## config.mk

```make
export PLATFORM = sky130hd
export DESIGN_NAME = sadc_ctrl
export DESIGN_NICKNAME = d
export VERILOG_FILES = /design/src/design/sadc_pkg.sv /design/src/design/sadc_ctrl.sv
export SDC_FILE = /design/constraint.sdc
export NUM_CORES = 1
export LEC_CHECK = 0
export BUFFER_PORTS_ARGS = -buffer_cell sky130_fd_sc_hd__buf_2
export CAP_MARGIN = 20
export CORE_ASPECT_RATIO = 1.25
export CORE_MARGIN = 5
export CORE_UTILIZATION = 41
export CTS_CLUSTER_DIAMETER = 200
export DETAILED_ROUTE_END_ITERATION = 8
export SLEW_MARGIN = 0
export SYNTH_ARGS = -nofsm -noshare
export SYNTH_HDL_FRONTEND = slang
export SYNTH_SLANG_ARGS = --single-unit
```

## constraint.sdc

```tcl
create_clock -name pclk -period 8.9 [get_ports pclk]
set_clock_uncertainty 0.1 [all_clocks]
set_input_delay 1.78 -clock pclk [delete_from_list [all_inputs] [get_ports pclk]]
set_output_delay 1.78 -clock pclk [all_outputs]
set_load 0.02 [all_outputs]
```

## src/design/sadc_pkg.sv

```systemverilog
package sadc_pkg;
  // ===========================================
  // register map
  localparam logic [7:0] SADC_OFF_CTRL2   = 8'h00;
  localparam logic [7:0] SADC_OFF_MUXA    = 8'h04;
  localparam logic [7:0] SADC_OFF_MUXB    = 8'h08;
  localparam logic [7:0] SADC_OFF_SCAN    = 8'h0c;
  localparam logic [7:0] SADC_OFF_FORMAT  = 8'h10;
  localparam logic [7:0] SADC_OFF_START   = 8'h14;
  localparam logic [7:0] SADC_OFF_STATUS  = 8'h18;
  localparam logic [7:0] SADC_OFF_IRQEN   = 8'h1c;
  localparam logic [7:0] SADC_OFF_IRQCLR  = 8'h20;
  localparam logic [7:0] SADC_OFF_BUF     = 8'h40;
  localparam logic [7:0] SADC_OFF_BUF_END = 8'h7c;
  // ===========================================
  // control two fields
  localparam int         SADC_REF_SELECT_HI  = 15;
  localparam int         SADC_REF_SELECT_LO  = 13;
  localparam int         SADC_OFFSET_CAL_MODE_B = 12;
  localparam int         SADC_SCAN_B   = 10;
  localparam int         SADC_HALF_FILL_STATUS_B   = 7;
  localparam int         SADC_SEQUENCES_PER_IRQ_HI  = 5;
  localparam int         SADC_SEQUENCES_PER_IRQ_LO  = 2;
  localparam int         SADC_SPLIT_BUFFER_MODE_B   = 1;
  localparam int         SADC_ALTERNATE_MUX_MODE_B   = 0;
  localparam logic [15:0] SADC_CTRL2_WMASK = 16'hf43f;
  localparam logic [15:0] SADC_CTRL2_RST   = 16'h0000;
  // ===========================================
  // reference sources
  typedef enum logic [1:0] {
    SADC_REF_SUPPLY,
    SADC_REF_PIN
  } sadc_ref_t;
  localparam logic [2:0] SADC_REF_SELECT_BOTH_EXT = 3'h3;
  localparam logic [2:0] SADC_REF_SELECT_EXT_LOW  = 3'h2;
  localparam logic [2:0] SADC_REF_SELECT_EXT_HIGH = 3'h1;
  // ===========================================
  // misc
  localparam logic [3:0] SADC_HALF_WORDS = 4'h8;
  localparam int         SADC_IRQ_DONE   = 0;
  localparam int         SADC_IRQ_HALF   = 1;
  localparam logic [1:0] SADC_IRQ_MASK   = 2'h3;
  localparam int         SADC_CONV_CYCLES = 12;
endpackage

```

## src/design/sadc_ctrl.sv

```systemverilog
`timescale 1ns/1ps
`default_nettype none
module sadc_ctrl
  import sadc_pkg::*;
#(
  parameter int CHANNELS   = 16,
  parameter int RES_BITS   = 10,
  parameter int BUF_WORDS  = 16,
  parameter int CONV_CYCLES = SADC_CONV_CYCLES
) (
  input  wire logic                pclk,
  input  wire logic                presetn,
  input  wire logic                psel,
  input  wire logic                penable,
  input  wire logic                pwrite,
  input  wire logic [7:0]          paddr,
  input  wire logic [31:0]         pwdata,
  output logic                     pready,
  output logic                     pslverr,
  output logic [31:0]              prdata,
  output logic [3:0]               pos_channel,
  output logic                     neg_is_ref_low,
  output logic                     neg_channel_one,
  output logic                     sample_hold,
  input  wire logic                conv_done,
  input  wire logic [RES_BITS-1:0] conv_result,
  output logic                     ref_high_choice,
  output logic                     ref_low_choice,
  output logic                     busy,
  output logic                     irq
);
  // ===========================================
  // state
  typedef enum logic [1:0] {
    SADC_IDLE,
    SADC_SAMPLE,
    SADC_WAIT
  } sadc_state_t;

  typedef struct packed {
    sadc_state_t                 state;
    logic [15:0]                 ctrl2;
    logic [8:0]                  mux_a;
    logic [8:0]                  mux_b;
    logic [15:0]                 scan_mask;
    logic [2:0]                  format;
    logic [1:0]                  irq_status;
    logic [1:0]                  irq_en;
    logic                        use_b;
    logic [3:0]                  scan_ch;
    logic [3:0]                  seq_cnt;
    logic [3:0]                  wr_ptr;
    logic                        half;
    logic [BUF_WORDS*RES_BITS-1:0] buffer;
    logic [31:0]                 rdata;
  } sadc_regs_t;

  sadc_regs_t r;
  sadc_regs_t next_r;

  // ===========================================
  // helpers
  function automatic logic [3:0] next_scan(input logic [15:0] mask, input logic [3:0] cur);
    logic [3:0] idx;
    next_scan = cur;
    for (int i = 1; i <= 16; i++) begin
      idx = 4'(cur + 4'(i));
      if (mask[idx] && next_scan == cur) begin
        next_scan = idx;
      end
    end
  endfunction

  // eight output formats: integer, signed integer, fractional, signed
  // fractional, each in 16-bit or 32-bit placement
  function automatic logic [31:0] fmt(input logic [2:0] f, input logic [9:0] v);
    logic [9:0] s;
    s = v ^ 10'h200;
    case (f)
      3'h0: fmt = {22'h0, v};
      3'h1: fmt = {16'h0, {6{s[9]}}, s};
      3'h2: fmt = {16'h0, v, 6'h00};
      3'h3: fmt = {16'h0, s, 6'h00};
      3'h4: fmt = {22'h0, v};
      3'h5: fmt = {{22{s[9]}}, s};
      3'h6: fmt = {v, 22'h0};
      default: fmt = {s, 22'h0};
    endcase
  endfunction

  logic wr_acc;
  logic rd_acc;
  logic [8:0] cur_mux;
  logic [3:0] base;
  logic [3:0] slot;

  assign pready  = 1'b1;
  assign wr_acc  = psel && penable && pwrite;
  assign rd_acc  = psel && !penable && !pwrite;
  assign pslverr = 1'b0;
  assign prdata  = r.rdata;
  assign irq     = |(r.irq_status & r.irq_en);
  assign busy    = r.state != SADC_IDLE;
  assign sample_hold = r.state == SADC_SAMPLE;
  assign cur_mux = r.use_b ? r.mux_b : r.mux_a;

  // ===========================================
  // analog steering
  always_comb begin
    case (r.ctrl2[SADC_REF_SELECT_HI:SADC_REF_SELECT_LO])
      SADC_REF_SELECT_BOTH_EXT: begin
        ref_high_choice = 1'b1;
        ref_low_choice  = 1'b1;
      end
      SADC_REF_SELECT_EXT_LOW: begin
        ref_high_choice = 1'b0;
        ref_low_choice  = 1'b1;
      end
      SADC_REF_SELECT_EXT_HIGH: begin
        ref_high_choice = 1'b1;
        ref_low_choice  = 1'b0;
      end
      default: begin
        ref_high_choice = 1'b0;
        ref_low_choice  = 1'b0;
      end
    endcase
    if (r.ctrl2[SADC_OFFSET_CAL_MODE_B]) begin
      pos_channel     = 4'h0;
      neg_is_ref_low  = 1'b1;
      neg_channel_one = 1'b0;
    end else begin
      pos_channel     = r.ctrl2[SADC_SCAN_B] ? r.scan_ch : cur_mux[3:0];
      // negative input: low reference or channel one (differential)
      neg_is_ref_low  = !cur_mux[8] || (ref_low_choice && pos_channel == 4'h1);
      neg_channel_one = !neg_is_ref_low;
    end
  end

  // ===========================================
  // next state
  always_comb begin
    next_r = r;
    base = (r.ctrl2[SADC_SPLIT_BUFFER_MODE_B] && r.half) ? SADC_HALF_WORDS : 4'h0;
    slot = 4'(base + r.wr_ptr);
    if (rd_acc) begin
      if (paddr == SADC_OFF_CTRL2) begin
        next_r.rdata = {16'h0, r.ctrl2[15:8], r.half & r.ctrl2[SADC_SPLIT_BUFFER_MODE_B], 1'b0, r.ctrl2[5:0]};
      end else if (paddr == SADC_OFF_MUXA) begin
        next_r.rdata = {23'h0, r.mux_a};
      end else if (paddr == SADC_OFF_MUXB) begin
        next_r.rdata = {23'h0, r.mux_b};
      end else if (paddr == SADC_OFF_SCAN) begin
        next_r.rdata = {16'h0, r.scan_mask};
      end else if (paddr == SADC_OFF_FORMAT) begin
        next_r.rdata = {29'h0, r.format};
      end else if (paddr == SADC_OFF_STATUS) begin
        next_r.rdata = {29'h0, busy, r.irq_status};
      end else if (paddr == SADC_OFF_IRQEN) begin
        next_r.rdata = {30'h0, r.irq_en};
      end else if (paddr >= SADC_OFF_BUF && paddr <= SADC_OFF_BUF_END) begin
        next_r.rdata = fmt(r.format, r.buffer[paddr[5:2]*RES_BITS +: RES_BITS]);
      end else begin
        next_r.rdata = 32'h0;
      end
    end
    if (wr_acc) begin
      if (paddr == SADC_OFF_CTRL2) begin
        next_r.ctrl2 = (pwdata[15:0] & SADC_CTRL2_WMASK);
        next_r.use_b = 1'b0;
        // restart the fill so a smaller count or split mode sees no stale pointer, except when a conversion completes in the same cycle
        next_r.wr_ptr  = 4'h0;
        next_r.seq_cnt = 4'h0;
      end else if (paddr == SADC_OFF_MUXA) begin
        next_r.mux_a = pwdata[8:0];
      end else if (paddr == SADC_OFF_MUXB) begin
        next_r.mux_b = pwdata[8:0];
      end else if (paddr == SADC_OFF_SCAN) begin
        next_r.scan_mask = pwdata[15:0];
        next_r.scan_ch   = next_scan(pwdata[15:0], 4'hf);
      end else if (paddr == SADC_OFF_FORMAT) begin
        next_r.format = pwdata[2:0];
      end else if (paddr == SADC_OFF_IRQEN) begin
        next_r.irq_en = pwdata[1:0] & SADC_IRQ_MASK;
      end else if (paddr == SADC_OFF_IRQCLR) begin
        next_r.irq_status = r.irq_status & ~pwdata[1:0];
      end else if (paddr == SADC_OFF_START && pwdata[0] && r.state == SADC_IDLE) begin
        next_r.state = SADC_SAMPLE;
      end
    end
    case (r.state)
      SADC_SAMPLE: next_r.state = SADC_WAIT;
      SADC_WAIT: begin
        if (conv_done) begin
          next_r.state = SADC_IDLE;
          next_r.buffer[slot*RES_BITS +: RES_BITS] = conv_result;
          next_r.wr_ptr = 4'(r.wr_ptr + 4'h1);
          if (r.ctrl2[SADC_ALTERNATE_MUX_MODE_B]) begin
            next_r.use_b = !r.use_b;
          end
          if (r.ctrl2[SADC_SCAN_B]) begin
            next_r.scan_ch = next_scan(r.scan_mask, r.scan_ch);
          end
          if (r.seq_cnt == r.ctrl2[SADC_SEQUENCES_PER_IRQ_HI:SADC_SEQUENCES_PER_IRQ_LO]) begin
            next_r.seq_cnt = 4'h0;
            next_r.irq_status[SADC_IRQ_DONE] = 1'b1;
            next_r.wr_ptr = 4'h0;
            if (r.ctrl2[SADC_SPLIT_BUFFER_MODE_B]) begin
              next_r.half = !r.half;
              next_r.irq_status[SADC_IRQ_HALF] = 1'b1;
            end
          end else begin
            next_r.seq_cnt = 4'(r.seq_cnt + 4'h1);
            if (r.ctrl2[SADC_SPLIT_BUFFER_MODE_B] && r.wr_ptr == SADC_HALF_WORDS - 4'h1) begin
              next_r.wr_ptr = 4'h0;
            end
          end
        end
      end
      default: ;
    endcase
  end

  always_ff @(posedge pclk or negedge presetn) begin
    if (!presetn) begin
      r <= '{state: SADC_IDLE, ctrl2: SADC_CTRL2_RST, default: '0};
    end else begin
      r <= next_r;
    end
  end

  // ===========================================
  // checks
  upper_zero_a: assert property (@(posedge pclk) disable iff (!presetn)
    (rd_acc && paddr == SADC_OFF_CTRL2) |=> prdata[31:16] == 16'h0)
    else $error("control two upper half not zero");
  offset_cal_mode_ref_a: assert property (@(posedge pclk) disable iff (!presetn)
    r.ctrl2[SADC_OFFSET_CAL_MODE_B] |-> neg_is_ref_low && pos_channel == 4'h0)
    else $error("offset calibration not tied low");
  ref_both_a: assert property (@(posedge pclk) disable iff (!presetn)
    r.ctrl2[SADC_REF_SELECT_HI] |-> !ref_high_choice && !ref_low_choice)
    else $error("supply references not chosen");
  ref_ext_a: assert property (@(posedge pclk) disable iff (!presetn)
    r.ctrl2[SADC_REF_SELECT_HI:SADC_REF_SELECT_LO] == SADC_REF_SELECT_EXT_HIGH |-> ref_high_choice && !ref_low_choice)
    else $error("external high reference wrong");
  irq_count_a: assert property (@(posedge pclk) disable iff (!presetn)
    (r.state == SADC_WAIT && conv_done && r.ctrl2[5:2] == 4'h0) |=> r.irq_status[SADC_IRQ_DONE])
    else $error("interrupt not raised after sequence");
  ptr_step_a: assert property (@(posedge pclk) disable iff (!presetn)
    (r.state == SADC_WAIT && conv_done && r.seq_cnt != r.ctrl2[5:2] && !r.ctrl2[SADC_SPLIT_BUFFER_MODE_B])
    |=> r.wr_ptr == 4'($past(r.wr_ptr) + 4'h1))
    else $error("write pointer did not advance");
  alt_toggle_a: assert property (@(posedge pclk) disable iff (!presetn)
    (r.state == SADC_WAIT && conv_done && r.ctrl2[SADC_ALTERNATE_MUX_MODE_B] && !wr_acc) |=> r.use_b != $past(r.use_b))
    else $error("mux set did not alternate");
  no_alt_a: assert property (@(posedge pclk) disable iff (!presetn)
    (!r.ctrl2[SADC_ALTERNATE_MUX_MODE_B] && !r.use_b) |=> !r.use_b)
    else $error("second set used without alternate mode");
  half_split_a: assert property (@(posedge pclk) disable iff (!presetn)
    r.ctrl2[SADC_SPLIT_BUFFER_MODE_B] |-> r.wr_ptr < SADC_HALF_WORDS)
    else $error("split half overrun");
  irq_level_a: assert property (@(posedge pclk) disable iff (!presetn)
    irq == |(r.irq_status & r.irq_en))
    else $error("interrupt output mismatch");
  // ===========================================
  // steering, storage and event checks
  pready_high_a: assert property (@(posedge pclk) disable iff (!presetn)
    pready && !pslverr)
    else $error("bus response not zero wait");
  sample_pulse_a: assert property (@(posedge pclk) disable iff (!presetn)
    sample_hold |=> !sample_hold)
    else $error("sample strobe longer than one cycle");
  wait_hold_a: assert property (@(posedge pclk) disable iff (!presetn)
    (r.state == SADC_WAIT && !conv_done) |=> r.state == SADC_WAIT)
    else $error("conversion left before done");
  ref_pins_a: assert property (@(posedge pclk) disable iff (!presetn)
    r.ctrl2[SADC_REF_SELECT_HI:SADC_REF_SELECT_LO] == SADC_REF_SELECT_BOTH_EXT |-> ref_high_choice && ref_low_choice)
    else $error("external pair not chosen");
  ref_low_ext_a: assert property (@(posedge pclk) disable iff (!presetn)
    r.ctrl2[SADC_REF_SELECT_HI:SADC_REF_SELECT_LO] == SADC_REF_SELECT_EXT_LOW |-> !ref_high_choice && ref_low_choice)
    else $error("external low reference wrong");
  ref_zero_a: assert property (@(posedge pclk) disable iff (!presetn)
    r.ctrl2[SADC_REF_SELECT_HI:SADC_REF_SELECT_LO] == 3'h0 |-> !ref_high_choice && !ref_low_choice)
    else $error("code zero not supply");
  neg_onehot_a: assert property (@(posedge pclk) disable iff (!presetn)
    neg_is_ref_low != neg_channel_one)
    else $error("negative input selection ambiguous");
  diff_ref_a: assert property (@(posedge pclk) disable iff (!presetn)
    (!r.ctrl2[SADC_OFFSET_CAL_MODE_B] && ref_low_choice && pos_channel == 4'h1) |-> neg_is_ref_low)
    else $error("differential on reference pin");
  mux_pos_a: assert property (@(posedge pclk) disable iff (!presetn)
    (!r.ctrl2[SADC_OFFSET_CAL_MODE_B] && !r.ctrl2[SADC_SCAN_B]) |-> pos_channel == cur_mux[3:0])
    else $error("positive input not from mux set");
  scan_pos_a: assert property (@(posedge pclk) disable iff (!presetn)
    (!r.ctrl2[SADC_OFFSET_CAL_MODE_B] && r.ctrl2[SADC_SCAN_B]) |-> pos_channel == r.scan_ch)
    else $error("positive input not from scan");
  scan_flag_a: assert property (@(posedge pclk) disable iff (!presetn)
    (r.scan_mask[r.scan_ch] && !wr_acc) |=> r.scan_mask[r.scan_ch])
    else $error("scan moved to unflagged channel");
  store_res_a: assert property (@(posedge pclk) disable iff (!presetn)
    (r.state == SADC_WAIT && conv_done) |=> r.buffer[$past(slot)*RES_BITS +: RES_BITS] == $past(conv_result))
    else $error("result not stored");
  fmt_int_a: assert property (@(posedge pclk) disable iff (!presetn)
    (rd_acc && paddr >= SADC_OFF_BUF && paddr <= SADC_OFF_BUF_END && r.format == 3'h0) |=> prdata[31:10] == 22'h0)
    else $error("integer format not zero extended");
  half_fill_status_zero_a: assert property (@(posedge pclk) disable iff (!presetn)
    (rd_acc && paddr == SADC_OFF_CTRL2 && !r.ctrl2[SADC_SPLIT_BUFFER_MODE_B]) |=> !prdata[SADC_HALF_FILL_STATUS_B])
    else $error("fill status set without split mode");
  half_flip_a: assert property (@(posedge pclk) disable iff (!presetn)
    (r.state == SADC_WAIT && conv_done && r.ctrl2[SADC_SPLIT_BUFFER_MODE_B] && r.seq_cnt == r.ctrl2[5:2]) |=> r.half != $past(r.half))
    else $error("split half did not swap");
  ptr_wrap_a: assert property (@(posedge pclk) disable iff (!presetn)
    (r.state == SADC_WAIT && conv_done && r.ctrl2[SADC_SPLIT_BUFFER_MODE_B] && r.wr_ptr == 4'h7) |=> r.wr_ptr == 4'h0)
    else $error("split pointer did not wrap");
  irq_sticky_a: assert property (@(posedge pclk) disable iff (!presetn)
    (r.irq_status[SADC_IRQ_DONE] && !(wr_acc && paddr == SADC_OFF_IRQCLR)) |=> r.irq_status[SADC_IRQ_DONE])
    else $error("status bit not sticky");
  irq_clear_a: assert property (@(posedge pclk) disable iff (!presetn)
    (wr_acc && paddr == SADC_OFF_IRQCLR && pwdata[0] && !(r.state == SADC_WAIT && conv_done)) |=> !r.irq_status[0])
    else $error("status bit not cleared");
  reserved_a: assert property (@(posedge pclk) disable iff (!presetn)
    (r.ctrl2 & ~SADC_CTRL2_WMASK) == 16'h0)
    else $error("unimplemented control bit set");
  seq_bound_a: assert property (@(posedge pclk) disable iff (!presetn)
    r.seq_cnt <= r.ctrl2[SADC_SEQUENCES_PER_IRQ_HI:SADC_SEQUENCES_PER_IRQ_LO])
    else $error("sequence count past limit");
  alt_first_a: assert property (@(posedge pclk) disable iff (!presetn)
    (wr_acc && paddr == SADC_OFF_CTRL2) |=> !r.use_b)
    else $error("alternate not restarted on set a");
  busy_idle_a: assert property (@(posedge pclk) disable iff (!presetn)
    (r.state == SADC_WAIT && conv_done) |=> !busy)
    else $error("busy after conversion done");
  conv_c:  cover property (@(posedge pclk) r.state == SADC_WAIT && conv_done);
  alt_c:   cover property (@(posedge pclk) r.use_b && sample_hold);
  scan_c:  cover property (@(posedge pclk) r.ctrl2[SADC_SCAN_B] && conv_done && r.state == SADC_WAIT);
  split_c: cover property (@(posedge pclk) r.half && r.ctrl2[SADC_SPLIT_BUFFER_MODE_B]);
  irq_c:   cover property (@(posedge pclk) irq);
endmodule
`default_nettype wire

```

==> impl_metrics.toml <==
[yosys]
synthTopCellsByArea = "dfrtp_1 (38%), mux2_2 (13%), mux4_2 (9.2%)"
yosysTopAreaCellShare = 0.376
synth_edf_count = 0
ys_ff_latch = 255
yosys.area.top_type = "dfrtp_1"
synth.net_count = 1699
syn_inst = 1624
synth_ff_type = "dfrtp_1"
netlist_area_mm2 = 0.0170
synthDistinctLibCells = 118
yosysWarnings = 0
seq_area_frac_synth = 0.376
async_flop_share = 1.00
synth.avg_cell_area_um2 = 10.5

[floorplan]
core_mm2 = 0.0410
die_w_um = 192
pin_count = 101
die_h_um = 238
initial_utilization = 0.414
num_rows = 83
die_area_mm2 = 0.0456

[critical_path]
cp-start-kind = "flop"
criticalPathCategory = "flop to flop"
cp.arrival_ns = 7.88
worst_ep_required_time_ns = 9.23
cp_max_fo = 24
crit_slowest_cell = "ha_1"
crit_chain = "inv_2 > ha_1 > mux4_2 > mux2_2 > mux2i_2 > nand2_1 > nor3_2 > o21ai_0 > a32o_2 > o2111a_4 > a31o_4 > or4_4 > a211o_2 > a21o_1 > a2111oi_4 > o22a_2 > o21ai_1 > and2_4 > or4_1 > a31o_1"
reg2reg_depth = 20
cp-end-kind = "flop"
max_stage_delay_ns = 0.97

[timing]
fin_crit_ns = 7.55
drv_slew = 0
setup_viol = 0
grt_setup_unrepaired = "false"
fin_setup_tns_ns = 0
fin_crit_sh = 0.848
whs_ns = 0.383
hold_violations = 0
maxSlewHeadroom = 0.210
worstMarginPinSlew_ns = 1.18
fmax_mhz = 133

[clocking]
clock-root-buffer = "clkbuf_16"
cts_buffers = 26
clock_path_buffers = 3
clkLatencyLatePin_ns = 0.55
postCtsSetupBuffers = 0
htreeDepth = 1
clkTransAtPathRegs_ns = 0.06
cts_tree = "yes"
clock_sinks = 255
holdBufCountCts = 0
ctsResizeCount = 0

[run]
maxCapViolCount = 0

[power_and_ir_drop]
peakVddDrop_mv = 0.121
p_total_mw = 2.83
p_leak_nw = 7.99
power.density_mw_per_mm2 = 153

[grt]
track_usage = 0.245
gr-total-overflow = 0
grt_first_pass_wirelength_mm = 86.0
grt_pass1_vias = 13787
grt_max_degree = 116
grt_antenna_before_repair = 0

[routing]
drtPass1Iterations = 7
drtIter0Drc = 1053
num_vias = 13800
routedWlPerCell_um = 25.7
wl_mm = 57.0
drt.antenna.violating_nets = 0
drc = 0
via_per_inst = 6.22

[placement]
dp_hpwl_mm = 43.1
place.gp.congestion = 0.955
io_buffers = 82

[status]
status = "finished, final reports clean"

[min_path]
worstHoldPathCells = 2
hold_path.class = "flop to flop"

[cells_and_area]
fillers = 3876
area_growth_pct = 9.03
nets = 1722
drive_gt1_frac = 0.298
fin_util = 0.451
-- worst max-delay path: cells and delay by family, from the launching register on --
kind                     cells  cell delay, ns
multiplexers                 3            1.14
flip-flops                   1            0.39
adder cells (fa/ha/maj)      1            0.97
buffers and inverters        1            0.27
AO/OA/AOI/OAI               10            2.70
AND/OR/NAND/NOR              5            1.88
-- cell type report --
type	instances	area, um^2	share of cell area
well taps	552	691	0.0373
flip-flops and latches	255	6380	0.345
diodes	1	2.50	0.000135
clock inverters	12	114	0.00615
repair buffers	109	626	0.0338
multi-input cells	1222	9820	0.530
clock buffers	35	756	0.0408
inverters	33	124	0.00669
-- worst paths after layout --
check / from / to / slack [ns]
max: r[202] / r[203] / 1.35
min: r[243] / r[243] / 0.38
max reg2reg: r[202] / r[203] / 1.35
min reg2reg: r[243] / r[243] / 0.38
max in group asynchronous: presetn / asynchronous set/reset pin / 5.89
min in group asynchronous: presetn / asynchronous set/reset pin / 1.23
-- power by group --
part	total (mW)	switching [mW]	internal [mW]
sequential	1.23	0.0405	1.19
combinational	0.474	0.322	0.152
clock	1.12	0.467	0.653
-- cell usage in the layout (no fill, tap or decap), types with 17 or more instances in the layout --
| cell type | n |
|---|---|
| clkbuf_16 | 27 |
| nor3_1 | 50 |
| o221ai_1 | 17 |
| ha_1 | 18 |
| nand3_1 | 60 |
| dfrtp_1 | 255 |
| mux2_2 | 198 |
| mux4_2 | 69 |
| a21oi_1 | 75 |
| nand2_1 | 148 |
| mux2i_1 | 41 |
| buf_2 | 80 |
| o21ai_0 | 79 |
| o21a_1 | 21 |
| buf_4 | 27 |
| inv_1 | 27 |
| nor2_1 | 146 |
-- per-stage QoR --
| step | instances | area [um^2] | setup WS, ns |
|---|---|---|---|
| 2_1_floorplan | 1624 | 17000 | 2.37 |
| 3_3_place_gp | 2170 | 17600 | 1.48 |
| 3_5_place_dp | 2170 | 17600 | 1.45 |
| 4_1_cts | 2217 | 18500 | 1.42 |
| 5_1_grt | 2218 | 18500 | 1.03 |
| 6_report | 2219 | 18500 | 1.35 |
-- per-layer routing --
layer / wire length [um] / track usage / up-vias
met4: 3070 / 0.114 / 0
met2: 30000 / 0.448 / 543
met1: 21000 / 0.282 / 6996
met3: 2960 / 0.0300 / 147
li1: - / - / 6114
met5: 0 / 0 / -
-- logic make-up (layout without fill, tap and decap cells) --
kind of cell,Yosys count,count (layout),synth area share
AOI/OAI and AO/OA,342,342,0.142
xor gates and xnor gates,26,26,0.0172
adders and majority gates,19,19,0.0144
buffers and inverters,147,189,0.0475
DFF,255,255,0.376
muxes,319,319,0.258
other,2,3,0.000442
and+or+nand+nor,514,514,0.145
-- cell usage after synthesis (all sizes together) (10+ instances only) --
library cell / n
mux2: 204
mux2i: 43
or3: 13
and3: 17
o221ai: 17
o21ai: 83
xnor2: 18
inv: 30
ha: 18
nand4: 10
a31oi: 11
a21o: 10
dfrtp: 255
o21a: 22
nor2: 147
nor3: 55
clkbuf: 55
a21oi: 77
nand3: 61
o22ai: 13
nand2: 149
buf: 59
mux4: 72
a22oi: 11
Note: power is estimated with default switching activity, not from simulation.
